File: src/logic/starter_alarm_consts.vh
`ifndef STARTER_ALARM_CONSTS_VH
`define STARTER_ALARM_CONSTS_VH
// ------------------------------------------------------------
// alarm / fault code numbers
// ------------------------------------------------------------
`define CODE_NONE 7'h00
`define CODE_OVERLOAD 7'h02
`define CODE_ROT_ABC 7'h0A
`define CODE_ROT_CBA 7'h0B
`define CODE_FREQ_LOW 7'h0C
`define CODE_FREQ_HIGH 7'h0D
`define CODE_NOT_SINGLE 7'h0E
`define CODE_NOT_THREE 7'h0F
`define CODE_LOW_L12 7'h15
`define CODE_HIGH_L12 7'h18
`define CODE_PHASE_LOSS 7'h1B
`define CODE_NO_LINE 7'h1C
`define CODE_OVER_CUR 7'h1F
`define CODE_UNDER_CUR 7'h22
`define CODE_IMBALANCE 7'h25
// ------------------------------------------------------------
// thermal levels in percent, reset values
// ------------------------------------------------------------
`define THERM_ALARM_PCT 8'h5A
`define THERM_TRIP_PCT 8'h64
`define DELAY_ZERO 16'h0000
`define ROT_ABC 1'b0
`endif

File: src/logic/starter_alarm_monitor.v
// Operation
// - overload alarm when thermal content reaches 90 percent
// - overload trip fault when thermal content reaches 100 percent
// - overload alarm stays until trip lockout is reset
// - stopped, line present, ABC expected, other rotation: alarm; start faults
// - stopped, line present, CBA expected, other rotation: alarm; start faults
// - low frequency alarm until in range or delay expires
// - high frequency alarm until valid or delay expires
// - stopped single phase setup, non single phase line: alarm; start faults
// - stopped three phase setup, single phase line: alarm; start faults
// - stopped, per pair low line alarm; start raises pair fault
// - stopped, per pair high line alarm; start raises pair fault
// - running phase loss alarm during delay, then phase loss fault
// - no line alarm when sync needed and no line seen
// - running overcurrent alarm during delay, then overcurrent fault
// - running undercurrent alarm during delay, then undercurrent fault
// - running imbalance alarm during delay, then imbalance fault
// - alarm code equals its associated fault code number
`timescale 1ns/1ps
`default_nettype none
`include "starter_alarm_consts.vh"
module starter_alarm_monitor #(
  parameter DELAY_WIDTH = 16,
  parameter THERM_WIDTH = 8
) (
  input wire clock,
  input wire rst_n,
  input wire clkEn,
  input wire running,
  input wire startCmd,
  input wire lineDetected,
  input wire rotationCba,
  input wire expectCba,
  input wire rotationCheck,
  input wire singlePhaseMode,
  input wire lineSinglePhase,
  input wire freqLow,
  input wire freqHigh,
  input wire [2:0] lowLinePair,
  input wire [2:0] highLinePair,
  input wire phaseLoss,
  input wire syncNeeded,
  input wire curOver,
  input wire curUnder,
  input wire curImbalance,
  input wire [THERM_WIDTH-1:0] thermalPct,
  input wire lockoutReset,
  input wire faultClear,
  input wire [DELAY_WIDTH-1:0] faultDelay,
  output reg [18:0] alarmVec_q,
  output reg [6:0] alarmCode_q,
  output reg faultActive_q,
  output reg [6:0] faultCode_q
);
  // ------------------------------------------------------------
  // input synchronisers (signals come from the front end pins)
  // ------------------------------------------------------------
  localparam NIN = 22;
  wire [NIN-1:0] rawIn;
  reg [NIN-1:0] meta_q;
  reg [NIN-1:0] sync_q;
  assign rawIn = {running, startCmd, lineDetected, rotationCba,
    freqLow, freqHigh, lowLinePair, highLinePair, phaseLoss,
    syncNeeded, curOver, curUnder, curImbalance, lockoutReset,
    faultClear, lineSinglePhase, expectCba, rotationCheck};
  always @(posedge clock) begin
    if (!rst_n) begin
      meta_q <= {NIN{1'b0}};
      sync_q <= {NIN{1'b0}};
    end else if (clkEn) begin
      meta_q <= rawIn;
      sync_q <= meta_q;
    end
  end
  wire sRun = sync_q[21];
  wire sStart = sync_q[20];
  wire sLine = sync_q[19];
  wire sRotCba = sync_q[18];
  wire sFreqLow = sync_q[17];
  wire sFreqHigh = sync_q[16];
  wire [2:0] sLowPair = sync_q[15:13];
  wire [2:0] sHighPair = sync_q[12:10];
  wire sPhLoss = sync_q[9];
  wire sSync = sync_q[8];
  wire sOver = sync_q[7];
  wire sUnder = sync_q[6];
  wire sImbal = sync_q[5];
  wire sLockRst = sync_q[4];
  wire sClear = sync_q[3];
  wire sLine1p = sync_q[2];
  wire sExpCba = sync_q[1];
  wire sRotChk = sync_q[0];
  wire stopped = ~sRun;
  // thermal value is from logic on this clock: no sync needed
  // ------------------------------------------------------------
  // configuration pin sync
  // ------------------------------------------------------------
  // mode pin is slow but still a pin: two stages like the rest
  reg modeMeta_q;
  reg modeSync_q;
  always @(posedge clock) begin
    if (!rst_n) begin
      modeMeta_q <= 1'b0;
      modeSync_q <= 1'b0;
    end else if (clkEn) begin
      modeMeta_q <= singlePhaseMode;
      modeSync_q <= modeMeta_q;
    end
  end
  wire sMode1p = modeSync_q;
  // ------------------------------------------------------------
  // thermal overload with lockout
  // ------------------------------------------------------------
  reg ovlLatch_q;
  reg tripLock_q;
  wire thermAlarm = thermalPct >= `THERM_ALARM_PCT;
  wire thermTrip = thermalPct >= `THERM_TRIP_PCT;
  always @(posedge clock) begin
    if (!rst_n) begin
      ovlLatch_q <= 1'b0;
      tripLock_q <= 1'b0;
    end else if (clkEn) begin
      // set wins over a simultaneous lockout reset
      if (thermTrip)
        tripLock_q <= 1'b1;
      else if (sLockRst)
        tripLock_q <= 1'b0;
      if (thermAlarm)
        ovlLatch_q <= 1'b1;
      else if (sLockRst && !tripLock_q)
        ovlLatch_q <= 1'b0;
    end
  end
  // ------------------------------------------------------------
  // stopped-state line checks, plus the no line check in any state
  // ------------------------------------------------------------
  wire rotAbcBad = stopped & sLine & sRotChk & ~sExpCba
    & (sRotCba != `ROT_ABC);
  wire rotCbaBad = stopped & sLine & sRotChk & sExpCba
    & (sRotCba == `ROT_ABC);
  // same latency as the line pins, so no false alarm on a mode change
  wire not1p = stopped & sLine & sMode1p & ~sLine1p;
  wire not3p = stopped & sLine & ~sMode1p & sLine1p;
  wire [2:0] lowA = {3{stopped}} & sLowPair;
  wire [2:0] highA = {3{stopped}} & sHighPair;
  wire noLine = sSync & ~sLine;
  // ------------------------------------------------------------
  // delay-qualified conditions, one timer each
  // ------------------------------------------------------------
  localparam ND = 6;
  wire [ND-1:0] dCond;
  wire [ND-1:0] dPend;
  wire [ND-1:0] dExp;
  assign dCond = {sFreqLow, sFreqHigh, sRun & sPhLoss, sRun & sOver,
    sRun & sUnder, sRun & sImbal};
  genvar g;
  generate
    for (g = 0; g < ND; g = g + 1) begin : gDelay
      fault_delay_timer #(
        .WIDTH(DELAY_WIDTH)
      ) uTimer (
        .clock(clock),
        .rst_n(rst_n),
        .enable(clkEn),
        .condition(dCond[g]),
        .delayCount(faultDelay),
        .pending(dPend[g]),
        .expired(dExp[g])
      );
    end
  endgenerate
  // ------------------------------------------------------------
  // alarm vector, one bit per code
  // ------------------------------------------------------------
  // bit order: 0 ovl,1 abc,2 cba,3 flo,4 fhi,5 n1p,6 n3p,7-9 low,
  // 10-12 high,13 ploss,14 noline,15 oc,16 uc,17 imb, 18 unused
  wire [18:0] alarmNow = {1'b0, dPend[0], dPend[1], dPend[2],
    noLine, dPend[3], highA, lowA, not3p, not1p,
    dPend[4], dPend[5], rotCbaBad, rotAbcBad, ovlLatch_q};
  // ------------------------------------------------------------
  // fault selection: thermal trip, expired delay or start command
  // ------------------------------------------------------------
  reg [6:0] faultSel;
  reg faultHit;
  always @* begin
    faultSel = `CODE_NONE;
    faultHit = 1'b1;
    if (thermTrip)
      faultSel = `CODE_OVERLOAD;
    else if (dExp[3])
      faultSel = `CODE_PHASE_LOSS;
    else if (dExp[2])
      faultSel = `CODE_OVER_CUR;
    else if (dExp[1])
      faultSel = `CODE_UNDER_CUR;
    else if (dExp[0])
      faultSel = `CODE_IMBALANCE;
    else if (dExp[5])
      faultSel = `CODE_FREQ_LOW;
    else if (dExp[4])
      faultSel = `CODE_FREQ_HIGH;
    else if (sStart && rotAbcBad)
      faultSel = `CODE_ROT_ABC;
    else if (sStart && rotCbaBad)
      faultSel = `CODE_ROT_CBA;
    else if (sStart && not1p)
      faultSel = `CODE_NOT_SINGLE;
    else if (sStart && not3p)
      faultSel = `CODE_NOT_THREE;
    else if (sStart && lowA[0])
      faultSel = `CODE_LOW_L12;
    else if (sStart && lowA[1])
      faultSel = `CODE_LOW_L12 + 7'h01;
    else if (sStart && lowA[2])
      faultSel = `CODE_LOW_L12 + 7'h02;
    else if (sStart && highA[0])
      faultSel = `CODE_HIGH_L12;
    else if (sStart && highA[1])
      faultSel = `CODE_HIGH_L12 + 7'h01;
    else if (sStart && highA[2])
      faultSel = `CODE_HIGH_L12 + 7'h02;
    else
      faultHit = 1'b0;
  end
  // ------------------------------------------------------------
  // reported alarm code: lowest active code shown
  // ------------------------------------------------------------
  reg [6:0] codeSel;
  always @* begin
    codeSel = `CODE_NONE;
    if (alarmNow[0])
      codeSel = `CODE_OVERLOAD;
    else if (alarmNow[1])
      codeSel = `CODE_ROT_ABC;
    else if (alarmNow[2])
      codeSel = `CODE_ROT_CBA;
    else if (alarmNow[3])
      codeSel = `CODE_FREQ_LOW;
    else if (alarmNow[4])
      codeSel = `CODE_FREQ_HIGH;
    else if (alarmNow[5])
      codeSel = `CODE_NOT_SINGLE;
    else if (alarmNow[6])
      codeSel = `CODE_NOT_THREE;
    else if (alarmNow[7])
      codeSel = `CODE_LOW_L12;
    else if (alarmNow[8])
      codeSel = `CODE_LOW_L12 + 7'h01;
    else if (alarmNow[9])
      codeSel = `CODE_LOW_L12 + 7'h02;
    else if (alarmNow[10])
      codeSel = `CODE_HIGH_L12;
    else if (alarmNow[11])
      codeSel = `CODE_HIGH_L12 + 7'h01;
    else if (alarmNow[12])
      codeSel = `CODE_HIGH_L12 + 7'h02;
    else if (alarmNow[13])
      codeSel = `CODE_PHASE_LOSS;
    else if (alarmNow[14])
      codeSel = `CODE_NO_LINE;
    else if (alarmNow[15])
      codeSel = `CODE_OVER_CUR;
    else if (alarmNow[16])
      codeSel = `CODE_UNDER_CUR;
    else if (alarmNow[17])
      codeSel = `CODE_IMBALANCE;
  end
  // ------------------------------------------------------------
  // output registers
  // ------------------------------------------------------------
  // first fault is kept; a new fault beats a clear in the same cycle
  always @(posedge clock) begin
    if (!rst_n) begin
      alarmVec_q <= 19'h00000;
      alarmCode_q <= `CODE_NONE;
      faultActive_q <= 1'b0;
      faultCode_q <= `CODE_NONE;
    end else if (clkEn) begin
      alarmVec_q <= alarmNow;
      alarmCode_q <= codeSel;
      if (faultHit && (!faultActive_q || sClear)) begin
        faultActive_q <= 1'b1;
        faultCode_q <= faultSel;
      end else if (sClear) begin
        faultActive_q <= 1'b0;
        faultCode_q <= `CODE_NONE;
      end
    end
  end
endmodule
`default_nettype wire

File: src/logic/fault_delay_timer.v
`timescale 1ns/1ps
`default_nettype none
`include "starter_alarm_consts.vh"
module fault_delay_timer #(
  parameter WIDTH = 16
) (
  input wire clock,
  input wire rst_n,
  input wire enable,
  input wire condition,
  input wire [WIDTH-1:0] delayCount,
  output reg pending,
  output reg expired
);
  reg [WIDTH-1:0] count_q;
  // ------------------------------------------------------------
  // delay counter
  // ------------------------------------------------------------
  always @(posedge clock) begin
    if (!rst_n) begin
      count_q <= `DELAY_ZERO;
      pending <= 1'b0;
      expired <= 1'b0;
    end else if (enable) begin
      if (!condition) begin
        count_q <= `DELAY_ZERO;
        pending <= 1'b0;
        expired <= 1'b0;
      end else if (count_q >= delayCount) begin
        pending <= 1'b0;
        expired <= 1'b1;
      end else begin
        count_q <= count_q + 1'b1;
        pending <= 1'b1;
        expired <= 1'b0;
      end
    end
  end
endmodule
`default_nettype wire

File: config.mk
export PLATFORM = sky130hd
export DESIGN_NAME = starter_alarm_monitor
export DESIGN_NICKNAME = d
export VERILOG_FILES = /design/src/logic/starter_alarm_monitor.v /design/src/logic/fault_delay_timer.v
export VERILOG_INCLUDE_DIRS = /design/src /design/src/logic
export SDC_FILE = /design/constraint.sdc
export NUM_CORES = 1
export LEC_CHECK = 0
export BUFFER_PORTS_ARGS = -buffer_cell sky130_fd_sc_hd__buf_4
export CORE_MARGIN = 2
export CORE_UTILIZATION = 38
export CTS_BUF_LIST = sky130_fd_sc_hd__clkbuf_16
export DETAILED_ROUTE_END_ITERATION = 10
export SETUP_SLACK_MARGIN = 0.2
export SLEW_MARGIN = 30
export SYNTH_ARGS = -nofsm -noshare
export SYNTH_HDL_FRONTEND = slang
export SYNTH_HIERARCHICAL = 1
export SYNTH_SLANG_ARGS = --single-unit
File: constraint.sdc
create_clock -name clock -period 4.3 [get_ports clock]
set_input_delay 1.075 -clock clock [delete_from_list [all_inputs] [get_ports clock]]
set_output_delay 1.075 -clock clock [all_outputs]
set_load 0.02 [all_outputs]
==> results of run 1 <==
## cell usage in the layout (no fill, tap or decap), types with 19 or more instances in the layout
cell type  count
a21o_1        26
nand2_1      102
nor2_1        31
nand4_1       42
inv_1        140
nand3_1       53
nor2b_1       73
mux2i_1       55
and2_1        19
or3_1         31
buf_4         90
o21bai_1      20
a21oi_1       79
o21ai_0       95
ha_1         102
dfxtp_1      187
nor4_1        19
## state kept, by name (all words and copies together) (netlist names), 6 cells and up
signal and flops:
gDelay.uTimer/count_q 96, gDelay.uTimer/expired 6, alarmVec_q 18, gDelay.uTimer/pending 6
meta_q 22, alarmCode_q 6, sync_q 22, faultCode_q 6
## synth_stat cells (18+ instances only)
cell type	instances
a21o_1	26
a21oi_1	79
and2_1	19
clkbuf_1	19
dfxtp_1	187
ha_1	102
inv_1	140
mux2i_1	55
nand2_1	102
nand3_1	53
nand4_1	42
nor2_1	31
nor2b_1	73
nor3_1	18
nor4_1	19
o21ai_0	95
o21bai_1	20
or3_1	31
## kinds of logic (layout without fill, tap and decap cells)
kind of cell               after synthesis  count (layout)  synth area share, %
and+or+nand+nor                        463             463                 23.8
adders and majority gates              102             102                 11.2
muxes                                   55              55                 4.83
other                                    1               3               0.0329
buffers and inverters                  184             261                 6.72
xor gates and xnor gates                 2               2                0.219
AOI/OAI and AO/OA                      340             340                 20.4
DFF                                    187             187                 32.8
## layout make-up
| type | count | area, sq um |
|---|---|---|
| fillers | 2946 | 16700 |
| repair buffers | 90 | 676 |
| clock inverters | 14 | 136 |
| flip-flops and latches | 187 | 3740 |
| well taps | 390 | 488 |
| multi-input cells | 965 | 6900 |
| clock buffers | 17 | 425 |
| inverters | 140 | 526 |
## through the flow
step	utilization (%)	setup WS, ns	cell area [sq um]	power, uW
floorplan	-	1.33	11400	2050
global placement	41.7	0.843	12300	2180
detailed placement	41.7	0.803	12300	2190
CTS	43.6	1.28	12900	3750
global route	43.6	1.15	12900	3860
finish	43.6	1.25	12900	3700
## layer usage
layer	global-route usage, %	up-vias
met5	0	-
met4	5.40	0
met3	4.57	43
met2	31.8	194
met1	24.7	4600
li1	-	4958
## power groups by stage
stage                     combinational [uW]  sequential [uW]  clock [uW]
after floorplan                          225             1830           0
after global placement                   352             1830           0
after detailed placement                 358             1830           0
after CTS                                361             1790        1600
after global routing                     399             1800        1670
final                                    359             1790        1550
## path summary, 6_finish.rpt
kind	to	cells past startpoint	slack (ns)	start
worst max-delay path	gDelay[3].uTimer/count_q[8]$_SDFFE_PN0P_	10	1.25	faultDelay[15]
worst min register to register	faultCode_q[4]$_SDFFE_PN0P_	1	0.46	faultCode_q[4]$_SDFFE_PN0P_
worst min-delay path	faultCode_q[4]$_SDFFE_PN0P_	1	0.46	faultCode_q[4]$_SDFFE_PN0P_
worst max register to register	gDelay[3].uTimer/count_q[8]$_SDFFE_PN0P_	9	1.64	gDelay[3].uTimer/count_q[0]$_SDFFE_PN0P_
==> results.json, run 1 <==
{
  "wl_met2_um": 13600,
  "cts_root_buf": "clkbuf_16",
  "drtIter0Drc": 674,
  "port_buffers": 79,
  "hold_viol_final": 0,
  "grtUsageTotal_pct": 19.1,
  "fin_cells": 1803,
  "syn-cell-area_sq_um": 11400,
  "cts_resized": 0,
  "clockBufferDepth": 2,
  "leakage_uw": 0.00555,
  "area_delta_synth_final_pct": 13.1,
  "routed-wl-met3_um": 1580,
  "avgSynthCellArea_sq_um": 8.55,
  "ys.flop_type": "dfxtp_1",
  "grt_max_degree": 52,
  "vdd_ir_drop_max_mv": 0.262,
  "drive_gt1_share_pct": 11.8,
  "synthCells": 1334,
  "setup-tns-final_ns": 0,
  "fmax_mhz": 327,
  "crit_chain": "buf_4, inv_1, ha_1, nand4_1, o21ai_0, a311o_1, nor3_1, buf_4, a21oi_1, o21ai_0",
  "worst_ep_required_time_ns": 4.67,
  "path_max_fanout": 8,
  "worstPathArrival_ns": 3.42,
  "hold_slack_ns": 0.464,
  "path_buf_inv": 3,
  "ys_ff_latch": 187,
  "die_height_um": 177,
  "clock_latency_ns": 0.44,
  "wl_per_cell_um": 16.3,
  "worst_setup_path_start_kind": "primary input",
  "overflow": 0,
  "grt_pass1_vias": 9256,
  "p_int_uw": 2720,
  "max_stage_delay_ns": 0.56,
  "h-tree-depth": 4,
  "drtAntennaViolNets": 0,
  "finClkSkew_ns": 0.0113,
  "setup_viol": 0,
  "min_path_type": "reg2reg",
  "antenna_found_initial": 0,
  "worst_slew_margin_rel_pct": 51.0,
  "power_frac_comb_pct": 9.7,
  "maxSlewViolCount": 0,
  "cts_setup_buffers": 0,
  "min_period_ns": 3.05,
  "seqPwrFrac_pct": 48.4,
  "gp_congestion": 0.815,
  "highest_layer": "met4",
  "synth_edf_count": 0,
  "rsz0062_at_grt": "false",
  "initial_core_util_pct": 38.6,
  "setup.worst_path.class": "in2reg",
  "dp_hpwl_um": 20800,
  "switching_share_pct": 26.3,
  "die_x_um": 177,
  "cts_inserted_buffers": 17,
  "cts_hold_buf": 0,
  "met1Wirelength_um": 13700,
  "core-area_sq_um": 29600,
  "crit_family": "compound AO/OA/AOI/OAI gates",
  "critPathSlowestCell": "nor3_1",
  "row_count": 63,
  "min_period_over_period_pct": 71.0,
  "p_clk_share_pct": 41.9,
  "power.density_nw_per_um2": 287,
  "power_switching_uw": 974,
  "synth_top_area_share_pct": 32.8,
  "synth.area.top_cells": "dfxtp_1, ha_1, mux2i_1",
  "vias": 9795,
  "maxCapViolCount": 0,
  "worst_pin_slew_ns": 0.736,
  "num_io_pins": 84,
  "via_per_inst": 5.43,
  "yosys.area.top_type": "dfxtp_1",
  "ys_async_sr_fraction_pct": 0,
  "routed_wl_um": 29500,
  "yosys.cell_types.count": 70,
  "grt_pass1_wl_um": 48100,
  "cts_sinks": 187,
  "status": "completed",
  "end_kind": "flop",
  "ys_warn_count": 6,
  "cts_tree": "done",
  "dr.pass1.iters": 6,
  "die_area_sq_um": 31400,
  "antenna_cells": 0,
  "final_nets": 1553,
  "drc": 0,
  "synth-seq-area-share_pct": 32.8,
  "clk_pin_slew_ns": 0.08,
  "dp.cells": 1772
}
No activity file was read; power rests on OpenSTA's default activity.
==> inputs of run 2 (changes only) <==
- clock period: 4.3 -> 2.8 ns (I/O delays scaled with it)
==> run 2 against run 1 <==
  * Global-route usage is 0.44 points higher
  * Non-clock buffer count rose by 92
  * Critical endpoint is now gDelay[0].uTimer/count_q[11]$_SDFFE_PN0P_
  * Sequential power grew 54%
  * Via count rose by 3.6%
==> results.json, run 2 (synthesis results as in run 1) <==
{
  "status": "completed",
  "end_kind": "flop",
  "grt_pass1_wl_um": 49000,
  "dp_hpwl_um": 21800,
  "die_height_um": 177,
  "core-area_sq_um": 29600,
  "clock_latency_ns": 0.45,
  "dr.pass1.iters": 5,
  "setup-tns-final_ns": 0,
  "gp_congestion": 0.813,
  "maxSlewViolCount": 0,
  "cts_inserted_buffers": 17,
  "cts_sinks": 187,
  "largest-register": "gDelay.uTimer/count_q",
  "cts_root_buf": "clkbuf_16",
  "worst_ep_required_time_ns": 3.19,
  "layout_commonest_cell": "dfxtp_1",
  "min_period_over_period_pct": 89.6,
  "antenna_cells": 0,
  "worst_pin_slew_ns": 0.552,
  "port_buffers": 79,
  "grt_max_degree": 95,
  "power.density_nw_per_um2": 428,
  "clk_pin_slew_ns": 0.08,
  "fin_area_sq_um": 13700,
  "area_delta_synth_final_pct": 19.8,
  "fmax_mhz": 399,
  "top_regs": "gDelay.uTimer/count_q (96), meta_q (22), sync_q (22)",
  "maxCapViolCount": 0,
  "largest_reg_flops": 96,
  "worstPathArrival_ns": 2.89,
  "hold_viol_final": 0,
  "drive_gt1_share_pct": 17.5,
  "place_area_sq_um": 13100,
  "final_nets": 1645,
  "path_max_fanout": 12,
  "setup.worst_path.class": "in2reg",
  "row_count": 63,
  "num_io_pins": 84,
  "grtUsageTotal_pct": 19.6,
  "vias": 10100,
  "routed_wl_um": 30200,
  "grt_pass1_vias": 9566,
  "antenna_found_initial": 0,
  "finClkSkew_ns": 0.0118,
  "drtAntennaViolNets": 0,
  "finish.utilization_pct": 46.2,
  "wl_per_cell_um": 15.9,
  "p_total_uw": 5860,
  "overflow": 0,
  "die_area_sq_um": 31400,
  "leakage_uw": 0.00604,
  "rsz0062_at_grt": "true",
  "via_per_inst": 5.35,
  "drc": 0,
  "h-tree-depth": 4,
  "worst_setup_path_start_kind": "primary input",
  "setup_viol": 0,
  "cts_hold_buf": 0,
  "cts_tree": "done",
  "vdd_ir_drop_max_mv": 0.437,
  "min_period_ns": 2.51,
  "clockBufferDepth": 2,
  "min_path_type": "reg2reg",
  "drtIter0Drc": 579,
  "worst_slew_margin_rel_pct": 63.2,
  "initial_core_util_pct": 38.6,
  "die_x_um": 177,
  "final_cell_mix": "dfxtp_1, buf_4, inv_1, nand2_1, ha_1"
}
run 2: final cells by class:
type	instances	area, sq um
multi-input cells	965	6910
flip-flops and latches	187	3740
clock inverters	15	181
repair buffers	182	1390
well taps	390	488
fillers	2916	15900
clock buffers	17	425
inverters	140	526
run 2: through the flow:
step,cells,setup WS (ns),hold slack [ns]
2_1_floorplan,1336,0.205,0.449
3_3_place_gp,1864,-0.114,0.440
3_5_place_dp,1864,-0.160,0.451
4_1_cts,1896,0.244,0.471
5_1_grt,1896,0.201,0.496
6_report,1896,0.291,0.465
run 2: final timing paths:
check                                                 from                                   endpoint  slack, ns  depth (start not counted)
setup / recovery                             faultDelay[0]  gDelay[0].uTimer/count_q[11]$_SDFFE_PN0P_       0.29                          9
hold / removal                 faultCode_q[1]$_SDFFE_PN0P_                faultCode_q[1]$_SDFFE_PN0P_       0.47                          2
setup reg to reg  gDelay[0].uTimer/count_q[0]$_SDFFE_PN0P_  gDelay[0].uTimer/count_q[11]$_SDFFE_PN0P_       0.32                          9
hold reg to reg                faultCode_q[1]$_SDFFE_PN0P_                faultCode_q[1]$_SDFFE_PN0P_       0.47                          2
run 2: power breakdown:
group          total, uW  switching, uW  internal (uW)
Clock               2500           1220           1280
Combinational        607            327            280
Sequential          2750           42.4           2710
Total               5860           1590           4270
run 2: per-layer routing:
layer	routed length, um	GRT usage (%)
met1	13500	24.6
met2	14300	33.2
met3	1670	4.45
met4	681	6.25
met5	0	0
run 2: what timing repair did:
| item | 4_1_cts | 5_1_grt |
|---|---|---|
| hold endpoints to repair | 0 | 0 |
| endpoints found under the setup margin | 0 | 12 |
| buffers inserted | 0 | 0 |
| resized for setup | 0 | 2 |
run 2: worst max-delay path, cell delays in order:
cell	delay, ns
buf_4	0.17
ha_1	0.30
nand2b_4	0.13
a2111o_1	0.41
a31o_2	0.23
or3_4	0.47
buf_4	0.17
nor3b_1	0.20
a21o_1	0.11
